## config.mk

```make
export PLATFORM = sky130hd
export DESIGN_NAME = cfg_loader
export DESIGN_NICKNAME = d
export VERILOG_FILES = /design/src/pkg/cfg_loader_pkg.sv /design/src/cfg_fifo.sv /design/src/cfg_loader.sv
export SDC_FILE = /design/constraint.sdc
export NUM_CORES = 1
export LEC_CHECK = 0
export BUFFER_PORTS_ARGS = -buffer_cell sky130_fd_sc_hd__buf_4
export CORE_MARGIN = 2
export CORE_UTILIZATION = 60
export DETAILED_ROUTE_END_ITERATION = 12
export PLACE_DENSITY = 0.8
export SETUP_SLACK_MARGIN = 0.3
export SYNTH_ARGS = -nofsm -noshare
export SYNTH_HDL_FRONTEND = slang
export SYNTH_HIERARCHICAL = 1
export SYNTH_SLANG_ARGS = --single-unit
```

## constraint.sdc

```tcl
create_clock -name i_clk -period 4.65 [get_ports i_clk]
set_input_delay 0.6975 -clock i_clk [delete_from_list [all_inputs] [get_ports i_clk]]
set_output_delay 0.6975 -clock i_clk [all_outputs]
set_load 0.01 [all_outputs]
```

## src/pkg/cfg_loader_pkg.sv

```systemverilog
package cfg_loader_pkg;
	// Block type codes found in the high bits of the type byte
	localparam logic [1:0] BLK_SINGLE = 2'h0;
	localparam logic [1:0] BLK_SEQ = 2'h1;
	localparam logic [1:0] BLK_BAD = 2'h2;
	localparam logic [1:0] BLK_DONE = 2'h3;
	// Type field position in byte 1 of a block
	localparam int TYPE_LSB = 6;
	// Fixed bits of the EEPROM device address
	localparam logic [2:0] EE_ADDR_FIXED = 3'h5;
	// Prescaler reset values for the two SMBus rates
	localparam logic [7:0] PRESC_100K = 8'h18;
	localparam logic [7:0] PRESC_400K = 8'h06;
	// Checksum value of a good image
	localparam logic [7:0] CSUM_GOOD = 8'hFF;
	// Top EEPROM byte address; reading past it wraps
	localparam logic [15:0] EE_TOP = 16'hFFFF;
	// Switch mode codes that include EEPROM load
	localparam logic [3:0] MODE_NORMAL_EE = 4'h0;
	localparam logic [3:0] MODE_TEST_EE = 4'h1;
	// Lost arbitration limit
	localparam logic [4:0] ARB_LIMIT = 5'h10;
	// Write toward the register file
	typedef struct packed {
		logic [15:0] addr;
		logic [31:0] data;
	} reg_write_type;
	// Status bits
	typedef struct packed {
		logic unmapped_init_attempt;
		logic image_content_error;
		logic nack_error;
		logic lost_arbitration_error;
		logic other_bus_error;
		logic eeprom_load_done;
	} status_type;
endpackage : cfg_loader_pkg

```

## src/cfg_fifo.sv

```systemverilog
`timescale 1ns/1ps
module cfg_fifo #(
	parameter int WIDTH = 48,
	parameter int DEPTH = 4
) (
	input wire logic i_clk,
	input wire logic i_rst_n,
	input wire logic i_valid,
	output logic o_ready,
	input wire logic [WIDTH-1:0] i_data,
	output logic o_valid,
	input wire logic i_ready,
	output logic [WIDTH-1:0] o_data
);
	localparam int AW = $clog2(DEPTH);
	// Elaboration check: the wrap-bit full test only works for power-of-two depths
	if (DEPTH < 2 || (DEPTH & (DEPTH - 1)) != 0) begin : g_depth_check
		$error("cfg_fifo depth must be a power of two, at least 2");
	end
	logic [WIDTH-1:0] mem [DEPTH];
	logic [AW:0] wr_q;
	logic [AW:0] rd_q;
	wire push = i_valid && o_ready;
	wire pop = o_valid && i_ready;
	// Full when pointers match except the wrap bit
	assign o_ready = (wr_q ^ rd_q) != {1'b1, {AW{1'b0}}};
	assign o_valid = wr_q != rd_q;
	assign o_data = mem[rd_q[AW-1:0]];
	// Storage has no reset; only pointers need a defined state
	always_ff @(posedge i_clk) begin
		if (push) begin
			mem[wr_q[AW-1:0]] <= i_data;
		end
	end
	// Pointer update
	always_ff @(posedge i_clk or negedge i_rst_n) begin
		if (!i_rst_n) begin
			wr_q <= '0;
			rd_q <= '0;
		end else begin
			if (push) wr_q <= wr_q + {{AW{1'b0}}, 1'b1};
			if (pop) rd_q <= rd_q + {{AW{1'b0}}, 1'b1};
		end
	end
endmodule : cfg_fifo

```

## src/cfg_loader.sv

```systemverilog
`timescale 1ns/1ps
// Notes on behaviour
// RULE_01: Slow strap picks 100K else 400K prescaler
// RULE_02: Run only when mode includes EEPROM load
// RULE_03: Device address is 101 plus straps
// RULE_04: Read from zero; stop at done or wrap
// RULE_05: Dword address gets two zero bits appended
// RULE_06: Type 0 is six-byte single write
// RULE_07: Address low then high; data LSB first
// RULE_08: Type 1 writes count consecutive dwords
// RULE_09: Count is 16 bits, LSB first
// RULE_10: Type 3 is done block, ends load
// RULE_11: Unmapped write dropped, flag set
// RULE_12: Running 8-bit sum must reach FF
// RULE_13: Image checksum is complement of sum
// RULE_14: Ignore bit masks checksum mismatch
// RULE_15: Any error aborts and sets reset halt
// RULE_16: Checksum mismatch sets content error
// RULE_17: Type 2 sets content error, aborts
// RULE_18: Unexpected NACK sets nack error, aborts
// RULE_19: Sixteen lost arbitrations set error, abort
// RULE_20: Misplaced START/STOP sets other error
// RULE_21: Done flag set on finish or abort
// RULE_22: Expander traffic held until load ends
// RULE_23: Clean load releases the switch hold
module cfg_loader #(
	parameter int FIFO_DEPTH = 4
) (
	input wire logic i_clk,
	input wire logic i_rst_n,
	input wire logic i_hot_reset,
	input wire logic i_master_slow_mode_strap,
	input wire logic [3:0] i_switch_operating_mode,
	input wire logic [3:0] i_eeprom_address_straps,
	input wire logic i_ignore_checksum_errors,
	// Byte read engine toward the SMBus master
	output logic o_rd_req,
	output logic [6:0] o_rd_dev_addr,
	output logic [15:0] o_rd_byte_addr,
	input wire logic i_rd_ack,
	input wire logic [7:0] i_rd_data,
	input wire logic i_rd_nack,
	input wire logic i_rd_arb_lost,
	input wire logic i_rd_misplaced_cond,
	// Register write path
	output logic o_wr_valid,
	input wire logic i_wr_ready,
	output logic [15:0] o_wr_addr,
	output logic [31:0] o_wr_data,
	input wire logic i_wr_unmapped,
	// Status and control outputs
	output logic [7:0] o_master_clock_prescaler,
	output cfg_loader_pkg::status_type o_status,
	output logic o_reset_halt,
	output logic o_switch_hold,
	output logic o_expander_enable
);
	typedef enum {
		ST_IDLE, ST_ADDR_LO, ST_ADDR_HI, ST_CNT_LO, ST_CNT_HI,
		ST_DATA, ST_PUSH, ST_CSUM, ST_DONE_TYPE, ST_DRAIN, ST_FINISH
	} state_type;
	// Elaboration check on the write buffer depth
	if (FIFO_DEPTH < 2) begin : g_depth_check
		$error("cfg_loader FIFO depth must be at least 2");
	end

	state_type state_q, state_d;
	logic [15:0] ee_addr_q;
	logic [7:0] sum_q;
	logic [13:0] dw_addr_q;
	logic [1:0] type_q;
	logic [15:0] count_q;
	logic [1:0] byte_idx_q;
	logic [31:0] data_q;
	logic [4:0] arb_cnt_q;
	logic started_q;
	logic [7:0] presc_q;
	cfg_loader_pkg::status_type sts_q;
	logic halt_q;
	logic hold_q;
	logic fifo_in_ready;
	logic fifo_out_valid;
	logic [47:0] fifo_out_data;
	cfg_loader_pkg::reg_write_type push_word;

	// Mode decode used at start of every reset
	function automatic logic mode_loads(input logic [3:0] m);
		return (m == cfg_loader_pkg::MODE_NORMAL_EE) || (m == cfg_loader_pkg::MODE_TEST_EE);
	endfunction : mode_loads

	// Byte fetch handshake
	wire byte_ok = i_rd_ack && !i_rd_nack;
	wire [7:0] sum_next = sum_q + i_rd_data;
	wire [1:0] type_field = i_rd_data[cfg_loader_pkg::TYPE_LSB +: 2];
	wire wrapped = ee_addr_q == cfg_loader_pkg::EE_TOP;
	wire fetching = (state_q == ST_ADDR_LO) || (state_q == ST_ADDR_HI) ||
		(state_q == ST_CNT_LO) || (state_q == ST_CNT_HI) ||
		(state_q == ST_DATA) || (state_q == ST_CSUM) || (state_q == ST_DONE_TYPE);
	// RULE_14 ignore bit masks mismatch
	wire csum_bad = (sum_next != cfg_loader_pkg::CSUM_GOOD) && !i_ignore_checksum_errors;
	// Errors from the bus engine abort any fetch
	wire err_nack = fetching && i_rd_nack;
	wire err_arb = fetching && i_rd_arb_lost && (arb_cnt_q == cfg_loader_pkg::ARB_LIMIT - 5'h01);
	wire err_other = fetching && i_rd_misplaced_cond;
	wire err_type = byte_ok && (state_q == ST_ADDR_HI) && (type_field == cfg_loader_pkg::BLK_BAD);
	// RULE_16 sum judged at the done type byte, the last byte it covers
	wire err_csum = byte_ok && (state_q == ST_ADDR_HI) &&
		(type_field == cfg_loader_pkg::BLK_DONE) && csum_bad;
	wire any_err = err_nack || err_arb || err_other || err_type || err_csum;
	wire last_byte = byte_idx_q == 2'h3;
	wire [31:0] data_full = {i_rd_data, data_q[31:8]};

	// Next-state logic
	always_comb begin
		state_d = state_q;
		case (state_q)
			ST_IDLE: begin
				if (started_q && hold_q && !halt_q && !sts_q.eeprom_load_done) begin
					state_d = ST_ADDR_LO;
				end
			end
			ST_ADDR_LO: if (byte_ok) state_d = ST_ADDR_HI;
			ST_ADDR_HI: begin
				if (byte_ok) begin
					case (type_field)
						cfg_loader_pkg::BLK_SINGLE: state_d = ST_DATA;
						cfg_loader_pkg::BLK_SEQ: state_d = ST_CNT_LO;
						default: state_d = ST_ADDR_HI;
					endcase
				end
			end
			ST_CNT_LO: if (byte_ok) state_d = ST_CNT_HI;
			ST_CNT_HI: begin
				if (byte_ok) begin
					state_d = ({i_rd_data, count_q[7:0]} == 16'h0000) ? ST_ADDR_LO : ST_DATA;
				end
			end
			ST_DATA: if (byte_ok && last_byte) state_d = ST_PUSH;
			ST_PUSH: begin
				if (fifo_in_ready) begin
					state_d = ((type_q == cfg_loader_pkg::BLK_SEQ) && (count_q != 16'h0001)) ?
						ST_DATA : ST_ADDR_LO;
				end
			end
			ST_CSUM: if (byte_ok) state_d = ST_DONE_TYPE;
			ST_DONE_TYPE: if (byte_ok) state_d = ST_DRAIN;
			ST_DRAIN: if (!fifo_out_valid) state_d = ST_FINISH;
			ST_FINISH: state_d = ST_IDLE;
			default: state_d = ST_IDLE;
		endcase
		// RULE_10 done block ends load
		// Done block is recognised from its second byte, so reroute the address-high path
		if ((state_q == ST_ADDR_HI) && byte_ok && (type_field == cfg_loader_pkg::BLK_DONE)) begin
			state_d = ST_DRAIN;
		end
		// RULE_04 wrap stop
		if (fetching && byte_ok && wrapped && state_d != ST_DRAIN) begin
			state_d = ST_DRAIN;
		end
		// RULE_15 abort on error
		if (any_err) begin
			state_d = ST_DRAIN;
		end
	end

	// State and reset-hold bookkeeping
	always_ff @(posedge i_clk or negedge i_rst_n) begin
		if (!i_rst_n) begin
			state_q <= ST_IDLE;
			started_q <= 1'b0;
		end else begin
			state_q <= i_hot_reset ? ST_IDLE : state_d;
			started_q <= 1'b1;
		end
	end

	// RULE_01 strap caught after release, not in reset
	always_ff @(posedge i_clk or negedge i_rst_n) begin
		if (!i_rst_n) begin
			presc_q <= cfg_loader_pkg::PRESC_400K;
		end else if (!started_q) begin
			presc_q <= i_master_slow_mode_strap ? cfg_loader_pkg::PRESC_100K :
				cfg_loader_pkg::PRESC_400K;
		end
	end

	// RULE_02 hold the switch only when a load will run
	always_ff @(posedge i_clk or negedge i_rst_n) begin
		if (!i_rst_n) begin
			hold_q <= 1'b1;
		end else if (!started_q || i_hot_reset) begin
			hold_q <= mode_loads(i_switch_operating_mode);
		end else if (state_q == ST_FINISH && !halt_q) begin
			// RULE_23 release after clean load
			hold_q <= 1'b0;
		end
	end

	// EEPROM address walk and running checksum
	always_ff @(posedge i_clk or negedge i_rst_n) begin
		if (!i_rst_n) begin
			ee_addr_q <= 16'h0000;
			sum_q <= 8'h00;
		end else if (state_q == ST_IDLE) begin
			// RULE_04 start at zero
			ee_addr_q <= 16'h0000;
			sum_q <= 8'h00;
		end else if (fetching && byte_ok) begin
			ee_addr_q <= ee_addr_q + 16'h0001;
			// RULE_12 running sum
			sum_q <= sum_next;
		end
	end

	// Block field capture
	always_ff @(posedge i_clk or negedge i_rst_n) begin
		if (!i_rst_n) begin
			dw_addr_q <= 14'h0000;
			type_q <= 2'h0;
			count_q <= 16'h0000;
			byte_idx_q <= 2'h0;
			data_q <= 32'h0000_0000;
		end else if (byte_ok) begin
			case (state_q)
				// RULE_07 address bytes
				ST_ADDR_LO: dw_addr_q[7:0] <= i_rd_data;
				ST_ADDR_HI: begin
					dw_addr_q[13:8] <= i_rd_data[5:0];
					type_q <= type_field;
					// RULE_06 single block carries one dword
					count_q <= 16'h0001;
					byte_idx_q <= 2'h0;
				end
				// RULE_09 count LSB first
				ST_CNT_LO: count_q[7:0] <= i_rd_data;
				ST_CNT_HI: count_q[15:8] <= i_rd_data;
				ST_DATA: begin
					// RULE_07 data least significant byte first
					data_q <= data_full;
					byte_idx_q <= byte_idx_q + 2'h1;
				end
				default: data_q <= data_q;
			endcase
		end else if (state_q == ST_PUSH && fifo_in_ready) begin
			// RULE_08 advance to next dword
			dw_addr_q <= dw_addr_q + 14'h0001;
			count_q <= count_q - 16'h0001;
		end
	end

	// RULE_19 consecutive lost arbitration count
	always_ff @(posedge i_clk or negedge i_rst_n) begin
		if (!i_rst_n) begin
			arb_cnt_q <= 5'h00;
		end else if (byte_ok || state_q == ST_IDLE) begin
			arb_cnt_q <= 5'h00;
		end else if (fetching && i_rd_arb_lost) begin
			arb_cnt_q <= arb_cnt_q + 5'h01;
		end
	end

	// Sticky status; errors cleared by reset only, done and halt also cleared by hot reset
	always_ff @(posedge i_clk or negedge i_rst_n) begin
		if (!i_rst_n) begin
			sts_q <= '0;
			halt_q <= 1'b0;
		end else begin
			// RULE_11 unmapped target flag
			if (o_wr_valid && i_wr_ready && i_wr_unmapped) sts_q.unmapped_init_attempt <= 1'b1;
			// RULE_16 RULE_17 content error
			if (err_csum || err_type) sts_q.image_content_error <= 1'b1;
			// RULE_18 nack error
			if (err_nack) sts_q.nack_error <= 1'b1;
			// RULE_19 arbitration error
			if (err_arb) sts_q.lost_arbitration_error <= 1'b1;
			// RULE_20 other bus error
			if (err_other) sts_q.other_bus_error <= 1'b1;
			// RULE_21 done on finish or abort
			if (state_q == ST_FINISH) sts_q.eeprom_load_done <= 1'b1;
			// RULE_15 halt on any error
			if (any_err) halt_q <= 1'b1;
			// RULE_02 hot reset reruns load; it outranks finish and halt, errors stay
			if (i_hot_reset) begin
				sts_q.eeprom_load_done <= 1'b0;
				halt_q <= 1'b0;
			end
		end
	end

	// RULE_05 byte address is dword address times four
	assign push_word.addr = {dw_addr_q, 2'b00};
	assign push_word.data = data_q;

	cfg_fifo #(
		.WIDTH(48),
		.DEPTH(FIFO_DEPTH)
	) u_fifo (
		.i_clk(i_clk),
		.i_rst_n(i_rst_n),
		.i_valid(state_q == ST_PUSH),
		.o_ready(fifo_in_ready),
		.i_data(push_word),
		.o_valid(fifo_out_valid),
		.i_ready(i_wr_ready),
		.o_data(fifo_out_data)
	);

	// Writes leave the FIFO; RULE_11 drop is done by the register file on unmapped
	assign o_wr_valid = fifo_out_valid;
	assign o_wr_addr = fifo_out_data[47:32];
	assign o_wr_data = fifo_out_data[31:0];

	// RULE_03 device address
	assign o_rd_dev_addr = {cfg_loader_pkg::EE_ADDR_FIXED, i_eeprom_address_straps};
	// Fetch is suppressed while a word waits in ST_PUSH, which stalls reads
	assign o_rd_req = fetching;
	assign o_rd_byte_addr = ee_addr_q;
	assign o_master_clock_prescaler = presc_q;
	assign o_status = sts_q;
	assign o_reset_halt = halt_q;
	assign o_switch_hold = hold_q;
	// RULE_22 expanders wait for load end
	assign o_expander_enable = !hold_q || sts_q.eeprom_load_done;
endmodule : cfg_loader

```

==> out/metrics.cfg <==
[cts]
clk_pin_slew_ps=60
htree_levels=2
postCtsSetupBuffers=0
cts_tree=yes
clk_latency_ps=530
ctsResizeCount=0
clock_path_buffers=3
cts.sinks=336
cts_buffers=34
clock-root-buffer=clkbuf_16
cts_hold_buf=0

[power]
max-vdd-ir-drop_uv=242
leakagePower_uw=0.00634
p_total_uw=5870
power_density_nw_per_um2=358

[yosys]
synth_area_sq_um=14200
yosys-top-cells-area=edfxtp_1 (41%), dfrtp_1 (25%), mux4_2 (7.6%), mux2_2 (2.4%), a21oi_1 (1.9%)
yosys_warnings=6
synthArstFlopShare_pct=42.9
ys_types=70
synth_edf_count=192
synth.top_cell.area_share_pct=40.6
synth_ff_type=edfxtp_1
synth_seq_area_share_pct=66.0
yosys.area.top_type=edfxtp_1
syn_avg_cell_area_sq_um=14.6
ys_ff_latch=336
synthCells=971

[layout]
diodes=0
fin_cells=1447
fillCellCount=1506
drive_gt1_share_pct=23.1
area_growth_pct=15.3
fin_nets=1150
fin_util_pct=70.2
fin_area_sq_um=16400

[detailed_routing]
wl_um=30000
routed_via_density=6.03
drt_iter0_drc=855
antenna_left=0
dr.pass1.iters=8
drc=0
dr_total_vias=8727
wl_per_cell_um=20.7

[global_routing]
antenna_found_initial=0
grt-ovfl-total=0
grt_pass1_wl_um=47500
grtUsageTotal_pct=24.8
grt_pass1_vias=8813
grt_max_degree=82

[placement]
place_congestion=0.901
placed_area_sq_um=15300
hpwl_um=17600
dp.cells=1385
io_buffers=100

[sta]
worst_pin_slew_ps=1020
skew_ps=19.2
finalSetupTns_ps=0
relSlewSlack_pct=31.7
rsz0062_at_grt=false
setup_viol=0
fin_crit_sh_pct=74.3
report.final.slew_viol_count=0
period_minus_slack_ps=3450
clock.fmax_mhz=290
finalHoldViolCount=0

[critical_path]
cp.required_ps=4850
cp.buffers_inverters=1
path_class=reg2reg
startpoint=state_q[15]
crit_family=simple AND/OR/NAND/NOR gates
crit_path_max_incr_delay_ps=640
cp-start-kind=flop
r2r-start=state_q[15]
slowest_stage=o311a_2
critPathArrivalTime_ps=3650
path_cells=or4_1 -> or2_0 -> or3_1 -> nor2_1 -> o311a_2 -> buf_12
crit_path_max_fanout=32
end_kind=flop

[die]
rows=56
die-area_sq_um=24900
ios=117
die_w_um=158
die_y_um=158
start_util_pct=60.9
core_sq_um=23300

[min_path]
hold_path_class=in2async

[job]
max_cap_viol_count=0

[run_status]
status=completed

[logic make-up (layout without fill, tap and decap cells)]
group	after synthesis	in the layout	share of synthesized area [%]
compound gates	174	174	8.00
xor+xnor	33	33	2.30
fa+ha+maj	21	21	1.90
buf+inv	77	192	2.63
flops	336	336	66.0
mux	82	82	10.3
other cells	2	44	0.0529
simple gates	246	246	8.82
[metal layers]
metal	wire, um	vias to the layer above	track usage, %	share of wire, %
met5	0	-	0	0
met4	757	0	7.71	2.5
met3	2280	73	4.38	7.6
met2	15300	393	42.4	51
met1	11700	4329	32.9	39
li1	-	3932	-	-
[cells in the final DEF, fill, tap and decap left out, types with 12 or more instances in the layout]
cell type	count
edfxtp_1	192
dfrtp_1	140
buf_4	108
nand2_1	58
a21oi_1	53
nor2_1	51
mux4_2	48
conb_1	44
o21ai_0	41
clkbuf_16	34
nand3_1	32
mux2_2	30
ha_1	20
inv_1	19
nand4_1	18
xor2_1	18
nor3_1	16
and3_1	13
xnor2_1	13
nor4_1	12
[report_power, final]
group          total (uW)  internal [uW]  switching [uW]
clock network        2570           1450            1110
logic                 130           40.2            89.5
registers            3180           3160            16.8
total                5870           4650            1220
[flip-flops by register name, summed over array words and instances (netlist names)]
register                  flops
dw_addr_q                    14
o_master_clock_prescaler      2
u_fifo/mem                  192
data_q                       32
sum_q                         8
o_rd_byte_addr               16
arb_cnt_q                     5
o_reset_halt                  1
started_q                     1
count_q                      16
u_fifo/rd_q                   3
o_status                      6
u_fifo/wr_q                   3
state_q                      32
type_q                        2
byte_idx_q                    2
o_switch_hold                 1
[cell usage after synthesis, types with 4 or more instances]
library cell / count
ha_1: 20
a31o_2: 4
and3_1: 16
buf_2: 10
a21oi_1: 53
edfxtp_1: 192
and2_1: 4
o31ai_1: 7
nand4_1: 18
dfrtp_1: 142
a31oi_1: 11
mux2_1: 4
mux2_2: 30
buf_4: 14
xor2_1: 18
nand3_1: 32
o22ai_1: 6
o21ai_0: 41
or3_1: 7
clkbuf_1: 29
mux4_2: 48
a21o_1: 6
a211oi_1: 6
nor2_1: 51
inv_1: 19
o41ai_1: 4
or4_1: 7
xnor2_1: 13
nor3_1: 16
nor4_1: 12
nand2b_1: 10
nand2_1: 58
[cell type report]
class | instances | area (sq um) | share of cell area, %
clock buffers | 47 | 960 | 5.86
well taps | 319 | 399 | 2.44
multi-input cells | 600 | 4620 | 28.2
inverters | 19 | 71.3 | 0.435
clock inverters | 15 | 91.3 | 0.558
flip-flops and latches | 336 | 9380 | 57.2
repair buffers | 111 | 862 | 5.26
[worst register-to-register path: cells and delay by family (launching register included)]
family	cells	cell delay (ps)
buffers and inverters	1	310
AND/OR/NAND/NOR	4	1850
flip-flops	1	350
AO/OA/AOI/OAI	1	640
[worst paths after layout]
check | to | cells past startpoint | slack [ps]
setup / recovery | u_fifo/mem[3][41] | 6 | 1200
hold / removal | sum_q[1] | 1 | 240
setup reg to reg | u_fifo/mem[3][41] | 6 | 1200
hold reg to reg | o_status[3] | 1 | 460
max in group asynchronous | data_q[28] | 2 | 3350
min in group i_clk | o_master_clock_prescaler[2] | 2 | 360
[per-stage QoR]
stage               setup WS [ps]  hold slack [ps]
floorplan                    1040              402
global placement             1240              442
detailed placement           1210              445
CTS                          1200              267
global route                  993              297
finish                       1200              237
(Power assumes the default switching activity.)
